--- config.mk ---
export PLATFORM = sky130hd
export DESIGN_NAME = brc_ctrl
export DESIGN_NICKNAME = d
export VERILOG_FILES = /design/src/design/brc_pkg.sv /design/src/design/brc_ctrl.sv
export VERILOG_INCLUDE_DIRS = /design/src /design/src/design
export SDC_FILE = /design/constraint.sdc
export NUM_CORES = 1
export LEC_CHECK = 0
export BUFFER_PORTS_ARGS = -buffer_cell sky130_fd_sc_hd__clkbuf_2
export CORE_MARGIN = 2
export CORE_UTILIZATION = 55
export CTS_BUF_LIST = sky130_fd_sc_hd__clkbuf_4
export DETAILED_ROUTE_END_ITERATION = 8
export PLACE_DENSITY_LB_ADDON = 0.05
export SLEW_MARGIN = 20
export SYNTH_ARGS = -nofsm -noshare
export SYNTH_HDL_FRONTEND = slang
export SYNTH_SLANG_ARGS = --single-unit
--- constraint.sdc ---
create_clock -name pclk -period 9.7 [get_ports pclk]
set_input_delay 1.455 -clock pclk [delete_from_list [all_inputs] [get_ports pclk]]
set_output_delay 1.455 -clock pclk [all_outputs]
set_load 0.02 [all_outputs]
--- src/design/brc_regs.svh ---
/*
  constants of the brew run-control block: timing figures, parameter
  indices, limits, defaults, group ids and beep counts.
  assumes: included by bare name, definitions only.
*/
`ifndef BRC_REGS_SVH
`define BRC_REGS_SVH

// timing, each figure in its own unit
`define BRC_CLK_KHZ     40000
`define BRC_LONG_MS     5000
`define BRC_DEB_MS      10
`define BRC_MSG_MS      1000
`define BRC_BEEP_S_MS   100
`define BRC_BEEP_L_MS   500
`define BRC_PAIR_GAP_MS 1000
`define BRC_FAST_MS     50

// parameter indices; apb byte address is index times four
`define BRC_P_OFS    4'h0
`define BRC_P_UNIT   4'h1
`define BRC_P_PUS    4'h2
`define BRC_P_TF     4'h3
`define BRC_P_BTSP   4'h4
`define BRC_P_TSP    4'h5
`define BRC_P_EO     4'h6
`define BRC_P_OVERSHOOT_TRIM   4'h7
`define BRC_P_MBST   4'h8
`define BRC_P_DAMP   4'h9
`define BRC_NPARAM   4'hA
`define BRC_A_STATUS 6'h10

// limits and reset defaults, 16-bit two's complement
`define BRC_ZERO     16'h0000
`define BRC_ONE      16'h0001
`define BRC_OFS_LO   16'hFF9C
`define BRC_OFS_HI   16'h0064
`define BRC_T_LO     16'hFC19
`define BRC_T_HI     16'h270F
`define BRC_BTSP_DEF 16'h00D0
`define BRC_OVERSHOOT_TRIM_LO  16'hFFCE
`define BRC_OVERSHOOT_TRIM_HI  16'h0032
`define BRC_PCT_HI   16'h0064
`define BRC_DAMP_LO  16'hFFFE
`define BRC_DAMP_HI  16'h0002
`define BRC_FAST_STEP 16'h000A

// menu groups, in knob order
`define BRC_G_MASH 3'h0
`define BRC_G_STEP_TABLE_GROUP 3'h1
`define BRC_G_BOIL 3'h2
`define BRC_G_RELAY_PARAM_GROUP 3'h3
`define BRC_G_CONFIG_GROUP 3'h4

// beep counts; the long pause falls when this many beeps remain
`define BRC_NB_START  3'h2
`define BRC_NB_MARGIN 3'h3
`define BRC_NB_STEP   3'h4
`define BRC_NB_END    3'h6
`define BRC_NB_SPLIT  3'h2

`endif

--- src/design/brc_pkg.sv ---
/*
  types of the brew run-control block: program, menu and message
  states, the parameter carrier and the status carrier.
  assumes: nothing beyond a sv compiler.
*/
package brc_pkg;

  typedef enum logic [1:0] {RUN_STOP, RUN_GO, RUN_HOLD} brc_run_type;
  typedef enum logic [1:0] {MENU_OFF, MENU_GROUP, MENU_EDIT} brc_menu_type;
  typedef enum logic [2:0] {
    MSG_NONE, MSG_RUN, MSG_STOP, MSG_HOLD, MSG_END
  } brc_msg_type;

  typedef struct packed {
    logic [15:0] ofs;
    logic        unit_f;
    logic        pus_inst;
    logic        tf_on;
    logic [15:0] btsp;
    logic [15:0] tsp;
    logic        eo_on;
    logic [15:0] overshoot_trim;
    logic [15:0] mbst;
    logic [15:0] damp;
  } brc_param_type;

  typedef struct packed {
    brc_run_type  run;
    brc_menu_type menu;
    brc_msg_type  msg;
    logic         heater;
    logic         boost;
    logic         timer_run;
    logic         timer_armed;
    logic         mash_count;
    logic         top_alt_time;
    logic         bot_alt_step;
    logic         top_alt_end;
    logic         beep;
  } brc_status_type;

endpackage

--- src/design/brc_ctrl.sv ---
/*
  brew run-control sequencer: keys, knob menu, heater gating, timer
  start/hold/stop, beeps, parameter store with apb access.
  assumes: inputs synchronous to pclk, knob_cw/knob_ccw one-cycle pulses
  from an outside quadrature decoder, nv memory outside that echoes
  stored words back through nv_ld_* and then raises nv_ready.
*/
// Notes on behaviour
// - timer off: A runs heater, B stops
// - timer on: A runs, resumes or restarts
// - deferred start: A press also arms timer
// - timer on: B short holds timer only
// - B held 5 s stops timer and heater
// - timer starts: enabled, running, above threshold
// - timer start sounds two beeps
// - hold before start: starts already held
// - knob held 5 s opens group menu
// - knob turns edit value, press advances
// - parameters written through to nv memory
// - shown temperature is reading plus offset
// - unit choice, Fahrenheit by default
// - power-up: deferred stops, immediate runs
// - mode switch stops the program
// - mash count waits for start margin
// - step end: 2+2 beeps then boost
// - margin reached: three beeps, show time
// - mash end: six long beeps, end message
// - after mash end heater follows end option
// - overshoot trim only before first reach
// - damping limited to -2..+2
// - boil start threshold defaults to 208
`timescale 1ns/1ps
`default_nettype none
`include "brc_regs.svh"

module brc_ctrl #(
  parameter int LONG_CYC  = `BRC_LONG_MS * `BRC_CLK_KHZ,
  parameter int DEB_CYC   = `BRC_DEB_MS * `BRC_CLK_KHZ,
  parameter int MSG_CYC   = `BRC_MSG_MS * `BRC_CLK_KHZ,
  parameter int BS_CYC    = `BRC_BEEP_S_MS * `BRC_CLK_KHZ,
  parameter int BL_CYC    = `BRC_BEEP_L_MS * `BRC_CLK_KHZ,
  parameter int GAP_CYC   = `BRC_PAIR_GAP_MS * `BRC_CLK_KHZ,
  parameter int FAST_CYC  = `BRC_FAST_MS * `BRC_CLK_KHZ,
  parameter int CW        = 28
) (
  input  wire logic                   pclk,
  input  wire logic                   presetn,
  input  wire logic [7:0]             paddr,
  input  wire logic                   psel,
  input  wire logic                   penable,
  input  wire logic                   pwrite,
  input  wire logic [31:0]            pwdata,
  output logic [31:0]                 prdata,
  output logic                        pready,
  output logic                        pslverr,
  input  wire logic                   key_a,
  input  wire logic                   key_b,
  input  wire logic                   knob_press,
  input  wire logic                   knob_cw,
  input  wire logic                   knob_ccw,
  input  wire logic                   mode_mash,
  input  wire logic [15:0]            reading,
  input  wire logic [15:0]            step_setpoint,
  input  wire logic                   step_done,
  input  wire logic                   step_table_group_end,
  input  wire logic                   nv_ld_en,
  input  wire logic [3:0]             nv_ld_idx,
  input  wire logic [15:0]            nv_ld_val,
  input  wire logic                   nv_ready,
  output logic                        nv_wr_en,
  output logic [3:0]                  nv_wr_idx,
  output logic [15:0]                 nv_wr_val,
  output brc_pkg::brc_param_type      params,
  output brc_pkg::brc_status_type     status,
  output logic [15:0]                 disp_temp,
  output logic [15:0]                 trim_eff,
  output logic [2:0]                  menu_group,
  output logic [3:0]                  menu_param
);

  localparam logic [CW-1:0] LONG_T = CW'(LONG_CYC);
  localparam logic [CW-1:0] LONG_M = CW'(LONG_CYC - 1);
  localparam logic [CW-1:0] DEB_M  = CW'(DEB_CYC - 1);
  localparam logic [CW-1:0] MSG_T  = CW'(MSG_CYC);
  localparam logic [CW-1:0] BS_M   = CW'(BS_CYC - 1);
  localparam logic [CW-1:0] BL_M   = CW'(BL_CYC - 1);
  localparam logic [CW-1:0] GAP_M  = CW'(GAP_CYC - 1);
  localparam logic [CW-1:0] FAST_T = CW'(FAST_CYC);

  // sign-extend a 16-bit word for compare and step arithmetic
  function automatic logic signed [16:0] sx(input logic [15:0] v);
    sx = $signed({v[15], v});
  endfunction

  // per-parameter {low limit, high limit, reset default}
  function automatic logic [47:0] ptab(input logic [3:0] i);
    unique case (i)
      `BRC_P_OFS:  ptab = {`BRC_OFS_LO, `BRC_OFS_HI, `BRC_ZERO};
      `BRC_P_UNIT: ptab = {`BRC_ZERO, `BRC_ONE, `BRC_ONE};
      `BRC_P_PUS:  ptab = {`BRC_ZERO, `BRC_ONE, `BRC_ZERO};
      `BRC_P_TF:   ptab = {`BRC_ZERO, `BRC_ONE, `BRC_ONE};
      `BRC_P_BTSP: ptab = {`BRC_T_LO, `BRC_T_HI, `BRC_BTSP_DEF};
      `BRC_P_TSP:  ptab = {`BRC_T_LO, `BRC_T_HI, `BRC_ONE};
      `BRC_P_EO:   ptab = {`BRC_ZERO, `BRC_ONE, `BRC_ZERO};
      `BRC_P_OVERSHOOT_TRIM: ptab = {`BRC_OVERSHOOT_TRIM_LO, `BRC_OVERSHOOT_TRIM_HI, `BRC_ZERO};
      `BRC_P_MBST: ptab = {`BRC_ZERO, `BRC_PCT_HI, `BRC_PCT_HI};
      `BRC_P_DAMP: ptab = {`BRC_DAMP_LO, `BRC_DAMP_HI, `BRC_ZERO};
      default:     ptab = {`BRC_ZERO, `BRC_ZERO, `BRC_ZERO};
    endcase
  endfunction

  // out-of-range values are pinned to the nearer limit, not refused
  function automatic logic [15:0] clamp(input logic signed [16:0] v,
                                        input logic [3:0] i);
    logic [47:0] t;
    t = ptab(i);
    if (v < sx(t[47:32])) clamp = t[47:32];
    else if (v > sx(t[31:16])) clamp = t[31:16];
    else clamp = v[15:0];
  endfunction

  // menu group to {has parameters, first index, last index}
  function automatic logic [8:0] gsel(input logic [2:0] g);
    unique case (g)
      `BRC_G_MASH: gsel = {1'b1, `BRC_P_TSP, `BRC_P_DAMP};
      `BRC_G_BOIL: gsel = {1'b1, `BRC_P_TF, `BRC_P_BTSP};
      `BRC_G_CONFIG_GROUP: gsel = {1'b1, `BRC_P_OFS, `BRC_P_PUS};
      default:     gsel = {1'b0, `BRC_P_OFS, `BRC_P_OFS};
    endcase
  endfunction

  // debounce and press classing, lanes: 0 key A, 1 key B, 2 knob
  logic [2:0]    raw_w, deb_q, prv_q, long_w, short_w;
  logic [CW-1:0] dcnt_q [3];
  logic [CW-1:0] hcnt_q [3];
  assign raw_w = {knob_press, key_b, key_a};
  genvar gi;
  generate
    for (gi = 0; gi < 3; gi++) begin : g_press
      assign long_w[gi]  = deb_q[gi] && hcnt_q[gi] == LONG_M;
      assign short_w[gi] = prv_q[gi] && !deb_q[gi] && hcnt_q[gi] != LONG_T;
    end
  endgenerate

  // a level must stand DEB_CYC cycles before it counts; bounce costs delay
  always_ff @(posedge pclk or negedge presetn) begin
    if (!presetn) begin
      deb_q <= 3'h0;
      prv_q <= 3'h0;
      for (int i = 0; i < 3; i++) begin
        dcnt_q[i] <= '0;
        hcnt_q[i] <= '0;
      end
    end else begin
      prv_q <= deb_q;
      for (int i = 0; i < 3; i++) begin
        if (raw_w[i] == deb_q[i]) dcnt_q[i] <= '0;
        else if (dcnt_q[i] == DEB_M) begin
          deb_q[i]  <= raw_w[i];
          dcnt_q[i] <= '0;
        end else dcnt_q[i] <= dcnt_q[i] + 1'b1;
        if (!deb_q[i]) hcnt_q[i] <= '0;
        else if (hcnt_q[i] != LONG_T) hcnt_q[i] <= hcnt_q[i] + 1'b1;
      end
    end
  end

  // knob speed: a turn soon after the last one steps ten at a time
  logic [CW-1:0] gap_q;
  logic          rot_w;
  logic [15:0]   step_w;
  assign rot_w  = knob_cw | knob_ccw;
  assign step_w = (gap_q < FAST_T) ? `BRC_FAST_STEP : `BRC_ONE;

  always_ff @(posedge pclk or negedge presetn) begin
    if (!presetn) gap_q <= LONG_T;
    else if (rot_w) gap_q <= '0;
    else if (gap_q != LONG_T) gap_q <= gap_q + 1'b1;
  end

  // menu navigation
  brc_pkg::brc_menu_type menu_q;
  logic [2:0]            grp_q, grp_nx_w;
  logic [3:0]            idx_q;
  logic [8:0]            gs_w;
  assign gs_w     = gsel(grp_q);
  assign grp_nx_w = knob_cw ? ((grp_q == `BRC_G_CONFIG_GROUP) ? `BRC_G_MASH
                                                      : grp_q + 3'h1)
                  : knob_ccw ? ((grp_q == `BRC_G_MASH) ? `BRC_G_CONFIG_GROUP
                                                       : grp_q - 3'h1)
                  : grp_q;

  always_ff @(posedge pclk or negedge presetn) begin
    if (!presetn) begin
      menu_q <= brc_pkg::MENU_OFF;
      grp_q  <= `BRC_G_MASH;
      idx_q  <= `BRC_P_OFS;
    end else begin
      unique case (menu_q)
        brc_pkg::MENU_OFF: if (long_w[2]) begin
          menu_q <= brc_pkg::MENU_GROUP;
          grp_q  <= `BRC_G_MASH;
        end
        brc_pkg::MENU_GROUP: begin
          grp_q <= grp_nx_w;
          if (short_w[2]) begin
            menu_q <= gs_w[8] ? brc_pkg::MENU_EDIT : brc_pkg::MENU_OFF;
            idx_q  <= gs_w[7:4];
          end
        end
        brc_pkg::MENU_EDIT: if (short_w[2]) begin
          if (idx_q == gs_w[3:0]) menu_q <= brc_pkg::MENU_OFF;
          else idx_q <= idx_q + 4'h1;
        end
        default: menu_q <= brc_pkg::MENU_OFF;
      endcase
    end
  end

  // parameter store: apb first, then knob edit, then nv restore
  logic [15:0]         params_q [`BRC_NPARAM];
  logic [3:0]          pidx_w, wr_idx_w;
  logic                acc_w, phit_w, shit_w, pw_w, ed_w, wr_en_w;
  logic signed [16:0]  ed_val_w, wr_raw_w;
  logic [15:0]         wr_val_w;
  assign acc_w   = psel && penable;
  assign pidx_w  = paddr[5:2];
  assign phit_w  = paddr[1:0] == 2'h0 && paddr[7:2] < 6'(`BRC_NPARAM);
  assign shit_w  = paddr[1:0] == 2'h0 && paddr[7:2] == `BRC_A_STATUS;
  assign pw_w    = acc_w && pwrite && phit_w;
  assign ed_w    = menu_q == brc_pkg::MENU_EDIT && rot_w;
  assign ed_val_w = knob_cw ? sx(params_q[idx_q]) + sx(step_w)
                            : sx(params_q[idx_q]) - sx(step_w);
  assign wr_idx_w = pw_w ? pidx_w : ed_w ? idx_q : nv_ld_idx;
  assign wr_raw_w = pw_w ? sx(pwdata[15:0]) : ed_w ? ed_val_w
                                                   : sx(nv_ld_val);
  assign wr_en_w  = pw_w || ed_w || (nv_ld_en && nv_ld_idx < `BRC_NPARAM);
  assign wr_val_w = clamp(wr_raw_w, wr_idx_w);

  // every apb or knob change is echoed to nv so it outlives power-off; nv restores are not
  always_ff @(posedge pclk or negedge presetn) begin
    if (!presetn) begin
      for (int i = 0; i < `BRC_NPARAM; i++)
        params_q[i] <= 16'(ptab(4'(i)));
      nv_wr_en  <= 1'b0;
      nv_wr_idx <= `BRC_P_OFS;
      nv_wr_val <= `BRC_ZERO;
    end else begin
      if (wr_en_w) params_q[wr_idx_w] <= wr_val_w;
      nv_wr_en  <= pw_w || ed_w;
      nv_wr_idx <= wr_idx_w;
      nv_wr_val <= wr_val_w;
    end
  end

  assign params = '{ofs: params_q[`BRC_P_OFS],
                    unit_f: params_q[`BRC_P_UNIT][0],
                    pus_inst: params_q[`BRC_P_PUS][0],
                    tf_on: params_q[`BRC_P_TF][0],
                    btsp: params_q[`BRC_P_BTSP],
                    tsp: params_q[`BRC_P_TSP],
                    eo_on: params_q[`BRC_P_EO][0],
                    overshoot_trim: params_q[`BRC_P_OVERSHOOT_TRIM],
                    mbst: params_q[`BRC_P_MBST],
                    damp: params_q[`BRC_P_DAMP]};

  // run control decode; a mode switch outranks every key
  brc_pkg::brc_run_type run_q, run_d;
  logic        pu_q, arm_q, tst_q, end_q, rch_q, ever_q, mode_q, bpend_q;
  logic [CW-1:0] msg_q;
  logic [2:0]    blft_q, bn_w;
  logic        mash_w, mchg_w, pu_go_w, a_go_w, b_hold_w, b_stop_w;
  logic        start_w, reach_w, end_w, stepd_w, within_w, above_w, heat_w;
  assign mash_w   = mode_mash;
  assign mchg_w   = mode_q != mode_mash;
  assign pu_go_w  = !pu_q && nv_ready;
  assign a_go_w   = pu_q && short_w[0];
  assign b_hold_w = pu_q && short_w[1];
  assign b_stop_w = pu_q && long_w[1];
  assign above_w  = sx(disp_temp) > sx(params.btsp);
  assign within_w = sx(disp_temp) >= sx(step_setpoint) - sx(params.tsp);
  assign start_w  = pu_q && !mchg_w && !mash_w && params.tf_on && arm_q &&
                    !tst_q && run_q != brc_pkg::RUN_STOP && above_w;
  assign reach_w  = mash_w && !rch_q && within_w &&
                    run_q != brc_pkg::RUN_STOP;
  assign end_w    = mash_w && step_table_group_end && !end_q &&
                    run_q != brc_pkg::RUN_STOP;
  assign stepd_w  = mash_w && step_done && run_q != brc_pkg::RUN_STOP;
  assign run_d = mchg_w ? brc_pkg::RUN_STOP
    : pu_go_w ? (params.pus_inst ? brc_pkg::RUN_GO
                                 : brc_pkg::RUN_STOP)
    : b_stop_w ? brc_pkg::RUN_STOP
    : a_go_w ? brc_pkg::RUN_GO
    : (b_hold_w && run_q == brc_pkg::RUN_GO && (params.tf_on || mash_w))
      ? brc_pkg::RUN_HOLD
    : (b_hold_w && !params.tf_on && !mash_w) ? brc_pkg::RUN_STOP
    : run_q;
  assign heat_w = pu_q && run_q != brc_pkg::RUN_STOP &&
                  !(end_q && !params.eo_on);

  // program state; hold keeps the heater, stop or a mash end with the end option off drops it
  always_ff @(posedge pclk or negedge presetn) begin
    if (!presetn) begin
      run_q   <= brc_pkg::RUN_STOP;
      pu_q    <= 1'b0;
      arm_q   <= 1'b0;
      tst_q   <= 1'b0;
      end_q   <= 1'b0;
      rch_q   <= 1'b0;
      ever_q  <= 1'b0;
      mode_q  <= 1'b0;
      bpend_q <= 1'b0;
      msg_q   <= '0;
    end else begin
      mode_q <= mode_mash;
      run_q  <= run_d;
      pu_q   <= pu_q || nv_ready;
      if (pu_go_w) arm_q <= params.pus_inst && params.tf_on;
      else if (a_go_w && params.tf_on && !params.pus_inst)
        arm_q <= 1'b1;
      if (mchg_w || b_stop_w) tst_q <= 1'b0;
      else if (start_w) tst_q <= 1'b1;
      if (mchg_w || (a_go_w && run_q == brc_pkg::RUN_STOP)) end_q <= 1'b0;
      else if (end_w) end_q <= 1'b1;
      if (mchg_w || stepd_w || run_d == brc_pkg::RUN_STOP) rch_q <= 1'b0;
      else if (reach_w) rch_q <= 1'b1;
      if (run_d == brc_pkg::RUN_STOP) ever_q <= 1'b0;
      else if (reach_w) ever_q <= 1'b1;
      if (stepd_w) bpend_q <= 1'b1;
      else if (blft_q == 3'h0) bpend_q <= 1'b0;
      if (a_go_w && !params.tf_on && !mash_w) msg_q <= MSG_T;
      else if (msg_q != '0) msg_q <= msg_q - 1'b1;
    end
  end

  // beeper: counted beeps, long gap after the first pair of a step end
  logic          bon_q, blng_q, bspl_q, bgo_w, bend_w;
  logic [CW-1:0] bcnt_q, bdur_w;
  assign bgo_w  = end_w || stepd_w || reach_w || start_w;
  assign bn_w   = end_w ? `BRC_NB_END : stepd_w ? `BRC_NB_STEP
                : reach_w ? `BRC_NB_MARGIN : `BRC_NB_START;
  assign bdur_w = bon_q ? (blng_q ? BL_M : BS_M)
                : (bspl_q && blft_q == `BRC_NB_SPLIT) ? GAP_M : BS_M;
  assign bend_w = bcnt_q == bdur_w;

  always_ff @(posedge pclk or negedge presetn) begin
    if (!presetn) begin
      blft_q <= 3'h0;
      bon_q  <= 1'b0;
      blng_q <= 1'b0;
      bspl_q <= 1'b0;
      bcnt_q <= '0;
    end else if (bgo_w) begin
      blft_q <= bn_w;
      bon_q  <= 1'b1;
      blng_q <= end_w;
      bspl_q <= stepd_w && !end_w;
      bcnt_q <= '0;
    end else if (blft_q != 3'h0) begin
      bcnt_q <= bend_w ? '0 : bcnt_q + 1'b1;
      if (bend_w) bon_q <= !bon_q;
      if (bend_w && bon_q) blft_q <= blft_q - 3'h1;
    end
  end

  // outputs, registered; trim only acts until the first reach
  brc_pkg::brc_status_type st_w;
  assign st_w = '{run: run_q, menu: menu_q,
    msg: (end_q && mash_w) ? brc_pkg::MSG_END
       : (run_q == brc_pkg::RUN_STOP) ? brc_pkg::MSG_STOP
       : (run_q == brc_pkg::RUN_HOLD) ? brc_pkg::MSG_HOLD
       : (msg_q != '0) ? brc_pkg::MSG_RUN : brc_pkg::MSG_NONE,
    heater: heat_w,
    boost: mash_w && heat_w && !rch_q && !bpend_q,
    timer_run: tst_q && run_q == brc_pkg::RUN_GO && !mash_w,
    timer_armed: arm_q,
    mash_count: mash_w && rch_q && run_q == brc_pkg::RUN_GO && !end_q,
    top_alt_time: mash_w && rch_q && !end_q,
    bot_alt_step: mash_w && !rch_q && run_q != brc_pkg::RUN_STOP,
    top_alt_end: mash_w && end_q,
    beep: bon_q && blft_q != 3'h0};

  always_ff @(posedge pclk or negedge presetn) begin
    if (!presetn) begin
      status    <= '0;
      disp_temp <= `BRC_ZERO;
      trim_eff  <= `BRC_ZERO;
    end else begin
      status    <= st_w;
      disp_temp <= reading + params.ofs;
      trim_eff  <= ever_q ? `BRC_ZERO : params.overshoot_trim;
    end
  end

  // apb: zero wait states, unmapped addresses answer with pslverr
  assign pready     = 1'b1;
  assign pslverr    = acc_w && !phit_w && !shit_w;
  assign prdata     = (phit_w && !pwrite) ? 32'(params_q[pidx_w])
                    : (shit_w && !pwrite) ? 32'(status) : 32'h0000_0000;
  assign menu_group = grp_q;
  assign menu_param = idx_q;
endmodule
`default_nettype wire

# ---- Word-level counts from Yosys, hierarchy flattened
# Memory sizes are Yosys's and may differ from the RTL's.
# Index checks and enable logic that the tools add are counted.
dict set report op_classes {
  addsub 17
  n_mul 0
  div 0
  magnitude_cmp 11
  n_eq_ne 32
  shift 0
  n_mux 90
  bitwise 7
  n_reduce_logical 127
}
# operator n
set op_table {}
lappend op_table {{$mux 28} 19}
lappend op_table {{$add 28x1->28 const B} 8}
lappend op_table {{$bwmux 160} 1}
lappend op_table {{$mux 16} 10}
lappend op_table {{$bmux 16 s4} 2}
lappend op_table {{$ne 28x28->1 const B} 4}
lappend op_table {{$eq 28x19->1 const B} 3}
lappend op_table {{$logic_and 1x1->1} 67}
lappend op_table {{$demux 16 s4} 1}
lappend op_table {{$eq 28x28->1 const B} 2}
lappend op_table {{$mux 26} 2}
lappend op_table {{$mux 17} 3}
lappend op_table {{$mux 3} 11}
lappend op_table {{$eq 28x26->1} 1}
lappend op_table {{$lt 28x21->1 const B} 1}
lappend op_table {{$reduce_bool 2->1} 14}
lappend op_table {{$reduce_bool 28->1} 1}
lappend op_table {{$sub 28x1->28 const B} 1}
lappend op_table {{$pmux 9 s3} 1}
lappend op_table {{$mux 2} 13}
lappend op_table {{$mux 25} 1}
lappend op_table {{$mux 4} 6}
lappend op_table {{$logic_not 1->1} 19}
lappend op_table {{$add 16x5->17} 1}
lappend op_table {{39 further kinds} 92}
dict set report word_totals {
  register_bits 512
  latchBits 0
  ram_bits 0
  romBits 528
  input_bits 107
  out_inout_bits 210
  elab_cells 341
  memories 1
}
# memory words word_bits read_ports rd_clocked_by_memory_dff write_ports line
set mem_list {}
lappend mem_list {{(no name shown)} 16 33 1 0 0 brc_ctrl.sv:97} ;# unique case (i)

# ---- Longest topological paths before layout
dict set report logic_depth {
  ltp_word 15
  ltp_mapped 29
  mapped_depth_nobuf 26
}

# ---- Worst setup path before layout
# Ideal clock, no wire load.
dict set report synth_timing {
  path_type {register to register}
  startpoint {register idx_q[0] (netlist: menu_param[0])}
  endpoint {register params_q[101] (netlist bit)}
  arrival_ps 6401
  required_time_ps 9575
  setup_slack_ps 3174
  path_stages_with_launch 25
  n_path_buf 2
  path_cell_list {dfrtp_1 clkbuf_1 buf_1 mux4_2 a221oi_1 a21oi_1 ha_1 inv_1 fa_1 nor2b_1 o31a_1 o311ai_2 o21ai_0 xnor2_1 a311oi_1 ha_1 nand3_1 nor2_1 a211oi_1 inv_1 o41ai_4 xor2_2 nor2_2 a211o_1 mux2_2}
}
dict set report synth_between {
  elab_chain_cells 12
  elab_cells_between_ends 23
  cone_classes {add/sub (2); order compare (4); mux (13); bitwise (2); reduce/logical (1); memory (1)}
}
# item line
set synth_rtl {}
lappend synth_rtl {{start, declared} brc_ctrl.sv:184} ;# logic [3:0] idx_q;
lappend synth_rtl {{start signal, assigned} brc_ctrl.sv:197} ;# idx_q <= `BRC_P_OFS;
lappend synth_rtl {{start signal, assigned} brc_ctrl.sv:208} ;# idx_q <= gs_w[7:4];
lappend synth_rtl {{start signal, assigned} brc_ctrl.sv:213} ;# else idx_q <= idx_q + 4'h1;
lappend synth_rtl {{$not 4->5 (implied by the code)} {brc_ctrl.sv:232, brc_ctrl.sv:233}}
lappend synth_rtl {{$bmux 16 s4} {brc_ctrl.sv:232, brc_ctrl.sv:233}}
lappend synth_rtl {{$mux 16 (implied by the code) (2 in series)} {brc_ctrl.sv:232, brc_ctrl.sv:233}}
lappend synth_rtl {{$sub 16x5->17 / $add 16x5->17 (equally long branches)} {brc_ctrl.sv:233, brc_ctrl.sv:232}}
lappend synth_rtl {{$mux 17} brc_ctrl.sv:232} ;# assign ed_val_w = knob_cw ? sx(params_q[idx_q]) + sx(step_w)
lappend synth_rtl {{$mux 17 (2 in series)} brc_ctrl.sv:235} ;# assign wr_raw_w = pw_w ? sx(pwdata[15:0]) : ed_w ? ed_val_w
lappend synth_rtl {{$gt 17x16->1} brc_ctrl.sv:118} ;# else if (v > sx(t[31:16])) clamp = t[31:16];
lappend synth_rtl {{$mux 16} brc_ctrl.sv:118}
lappend synth_rtl {{$mux 16} brc_ctrl.sv:117} ;# if (v < sx(t[47:32])) clamp = t[47:32];
lappend synth_rtl {{$bwmux 160 *} brc_ctrl.sv:249} ;# if (wr_en_w) params_q[wr_idx_w] <= wr_val_w;
lappend synth_rtl {{end signal, assigned by index} brc_ctrl.sv:244} ;# params_q[i] <= 16'(ptab(4'(i)));
lappend synth_rtl {{end signal, assigned by index} brc_ctrl.sv:249}
lappend synth_rtl {{end, declared} brc_ctrl.sv:221} ;# logic [15:0] params_q [`BRC_NPARAM];
# Every way passes the cells marked *; elsewhere a longest branch is shown, timed or not. The select of a mux whose other input is x is not followed.
# A chain may end at the register's enable or synchronous reset.

# ---- Final worst setup path
dict set report layout_timing {
  startpoint {register idx_q[0] (netlist: menu_param[0])}
  endpoint {register params_q, in the netlist params[11]}
}
# Same word-level chain as after synthesis.

==> key figures <==
Routing
  – Post-detailed-routing wire length: about 90,000 µm
  – Antenna viol nets, final: 0
  – Wirelength per Cell: roughly 22 µm
  – First-pass detailed-route iteration total: 5
  – Drt via density: ~6.0
  – Detailed Route Iter0 Violations: 2,079
  – Remaining DRCs: 0
  – Vias: 25,500

Logic synthesis
  – YS warnings: 0
  – Seq/Total Area, Yosys: 42.1%
  – Number of synthesized flops with an enable pin: 0
  – Distinct cells, synth: 87
  – Synth top cells by count: dfrtp_1 (490), nor2_1 (327), nand2_1 (326)
  – Synth top area share: 40.2%
  – Yosys top cell by area: dfrtp_1
  – Primary FF master, synth: dfrtp_1
  – Synth Instances: 3,197
  – Post-synthesis register bit count: 511
  – Top-count cell post-synth: dfrtp_1
  – Cell area after synthesis: between 0.03 and 0.04 mm²
  – Ys async rst share: 100%
  – Top cells by area, synth: dfrtp_1 (40%), ha_1 (5.3%), mux4_2 (4.7%)
  – Syn Area/Cell: 9.53 µm²

Pwr
  – Pleak: between 15 and 20 nW
  – Switching fraction of total power: 39.2%
  – Flop pwr share: 41.6%
  – Power density over the cells: approximately 210 mW/mm²
  – Clock power frac: 27.7%
  – Psw: around 0.0027 W
  – P_int: 0.00420 W
  – Power share of the combinational group: 30.7%
  – Peak supply drop: 0.000159 V

Clock network
  – CTS resizes: 0
  – CTS clock-pin slew for the worst setup and hold paths: about 70 ps
  – Total CTS buffers: 144
  – Htree depth: 4
  – CTS tree: yes
  – Clock Path Buffers: 3
  – TritonCTS Sinks: 511
  – Hold_buf cts: 0
  – Worst-Skew Late Latency: 990 ps
  – CTS root buf: clkbuf_4
  – Setup bufs post-CTS: 0

Final layout
  – Design Area, Final: 0.0334 mm²
  – Net count, final: 3,663
  – Multi-input logic area: 0.0158 mm²
  – Layout Area Growth over Synthesis: 9.71%
  – Layout cell share with drive strength beyond 1: 20.7%
  – Register area: 0.0128 mm²
  – Fill count: 4,829

STA
  – Slew margin rel.: 18.8%
  – Hold Vio Cnt, Final: 0
  – Post-route setup TNS: 0 ps
  – Final setup fails: 0
  – Period utilization: 83.7%
  – Worst Clk Skew: 54.2 ps
  – Slew Limit Fails: 0
  – Crit path time final: 8120 ps
  – Worst slew pin tran: 1210 ps
  – Max Freq: 123 MHz
  – RSZ-0062 raised after global routing: false
  – Min setup slack post-route: 1580 ps

GRT
  – Total Routing Usage GR: 32.8%
  – Met2 GRT Util: 50.4%
  – GR peak layer: met2
  – Grt met1 use: 44.2%
  – First-pass GRT wire length: 143,000 µm
  – Largest net degree at the start of global routing: between 150 and 200
  – Initial antenna violation count: 4
  – Number of global-route vias before repair: between 20,000 and 25,000
  – Congestion Overflow GR: 0
  – Met3 usage: under 10%

Placement
  – HPWL after detailed placement: slightly below 70,000 µm
  – RD Place Congestion: 0.992
  – Place WS: 1910 ps
  – Buffers added on ports: between 200 and 300
  – Placed Area: approximately 0.032 mm²

Critical path
  – WP data required: 10,500 ps
  – Worst-path fanout max: 28
  – CP Launch Type: flip-flop
  – Crit path capture type: flip-flop
  – WS Path Type: reg -> reg
  – Crit path DAT: 8920 ps

Floorplanning
  – Core ar.: around 0.055 mm²
  – Die Ht: 239 µm
  – Starting density of the core: 55.5%
  – Top Ports: 317
  – Full die area: between 0.05 and 0.06 mm²
  – Die width: 239 µm
  – # rows: 86

Run status
  – Status: finished clean

Worst hold path
  – Worst min path class: reg -> reg

Flow run
  – Max-cap viol count: 0
==> through the flow <==
stage / utilization [%] / hold WS, ps / std cells / total power (W)
final: 60.9 / 424 / 4233 / 0.00691
after floorplan: - / 367 / 3212 / 0.00427
after CTS: 60.8 / 423 / 4230 / 0.00693
after global routing: 60.9 / 436 / 4232 / 0.00731
after detailed placement: 57.7 / 388 / 3980 / 0.00499
after global placement: 57.7 / 389 / 3980 / 0.00492
==> final cells by class <==
cell class / count / share of cell area (%)
antenna: 2 / 0.0150
clock buffer: 193 / 4.33
clock inverter: 57 / 0.835
inverter: 119 / 1.35
multi-input combinational: 2330 / 47.3
sequential: 511 / 38.3
tap: 704 / 2.64
timing repair buffer: 317 / 5.17
==> flip-flops by register name (all words and copies together) (netlist names), 2 cells and up <==
name        flops
trim_eff       16
deb_q           3
nv_wr_idx       4
disp_temp      16
hcnt_q         84
blft_q          3
status         15
prv_q           3
menu_group      3
dcnt_q         84
menu_param      4
params_q       60
nv_wr_val      16
params        100
bcnt_q         28
msg_q          28
menu_q          2
gap_q          28
run_q           2
==> worst paths after layout <==
path                            cells after the start           from  slack, ps          to
min in group asynchronous                           1        presetn        470  params[24]
worst min-delay path                                0          arm_q        420   status[5]
worst max register to register                     21  menu_param[0]       1580  params[11]
worst min register to register                      0          arm_q        420   status[5]
worst max-delay path                               21  menu_param[0]       1580  params[11]
max in group asynchronous                           4        presetn       6910  hcnt_q[37]
==> cell usage in the layout, fill, tap and decap left out, types with 100 or more instances in the layout <==
cell / instances
dfrtp_1: 488
nor2_1: 327
nand2_1: 326
clkbuf_2: 282
o21ai_0: 195
clkbuf_4: 193
xnor2_1: 143
ha_1: 130
nand3_1: 124
inv_1: 117
a21oi_1: 104
xor2_1: 100
==> cell families after synthesis <==
logic type	share of synthesized area [%]
other	0.0247
XOR/XNOR	7.04
buffers and inverters	6.27
multiplexers	7.16
adder cells (fa/ha/maj)	5.54
AND/OR/NAND/NOR	19.9
AO/OA/AOI/OAI	12.0
flip-flops	42.1
==> power groups by stage <==
stage	Sequential [W]	Combinational, W	Clock (W)
finish	0.00287	0.00212	0.00191
global route	0.00290	0.00233	0.00209
CTS	0.00286	0.00210	0.00197
detailed placement	0.00290	0.00209	0
global placement	0.00287	0.00205	0
floorplan	0.00277	0.00150	0
==> critical path, stage by stage, from the launching register on <==
cell and delay [ps]:
dfrtp_2 960, buf_4 450, mux2_2 390, a221oi_1 400
a21oi_1 190, ha_1 360, nor2b_1 170, o31a_1 310
o311ai_2 420, o21ai_0 200, xnor2_1 180, a311oi_1 760
ha_1 360, nand3_1 90, nor2_1 50, a211oi_1 310
inv_1 120, o41ai_4 470, xor2_2 130, buf_4 250
a31oi_1 990, o21ai_0 290
==> layer usage <==
metal  part of all wire (%)  vias up  wire, µm
met5                  0.026        -        24
met4                    4.2        4      3920
met3                    8.4      211      7800
met2                     45     1058     42000
met1                     42    12500     38800
li1                       -    11700         -
Power figures use the tool's default switching activity.
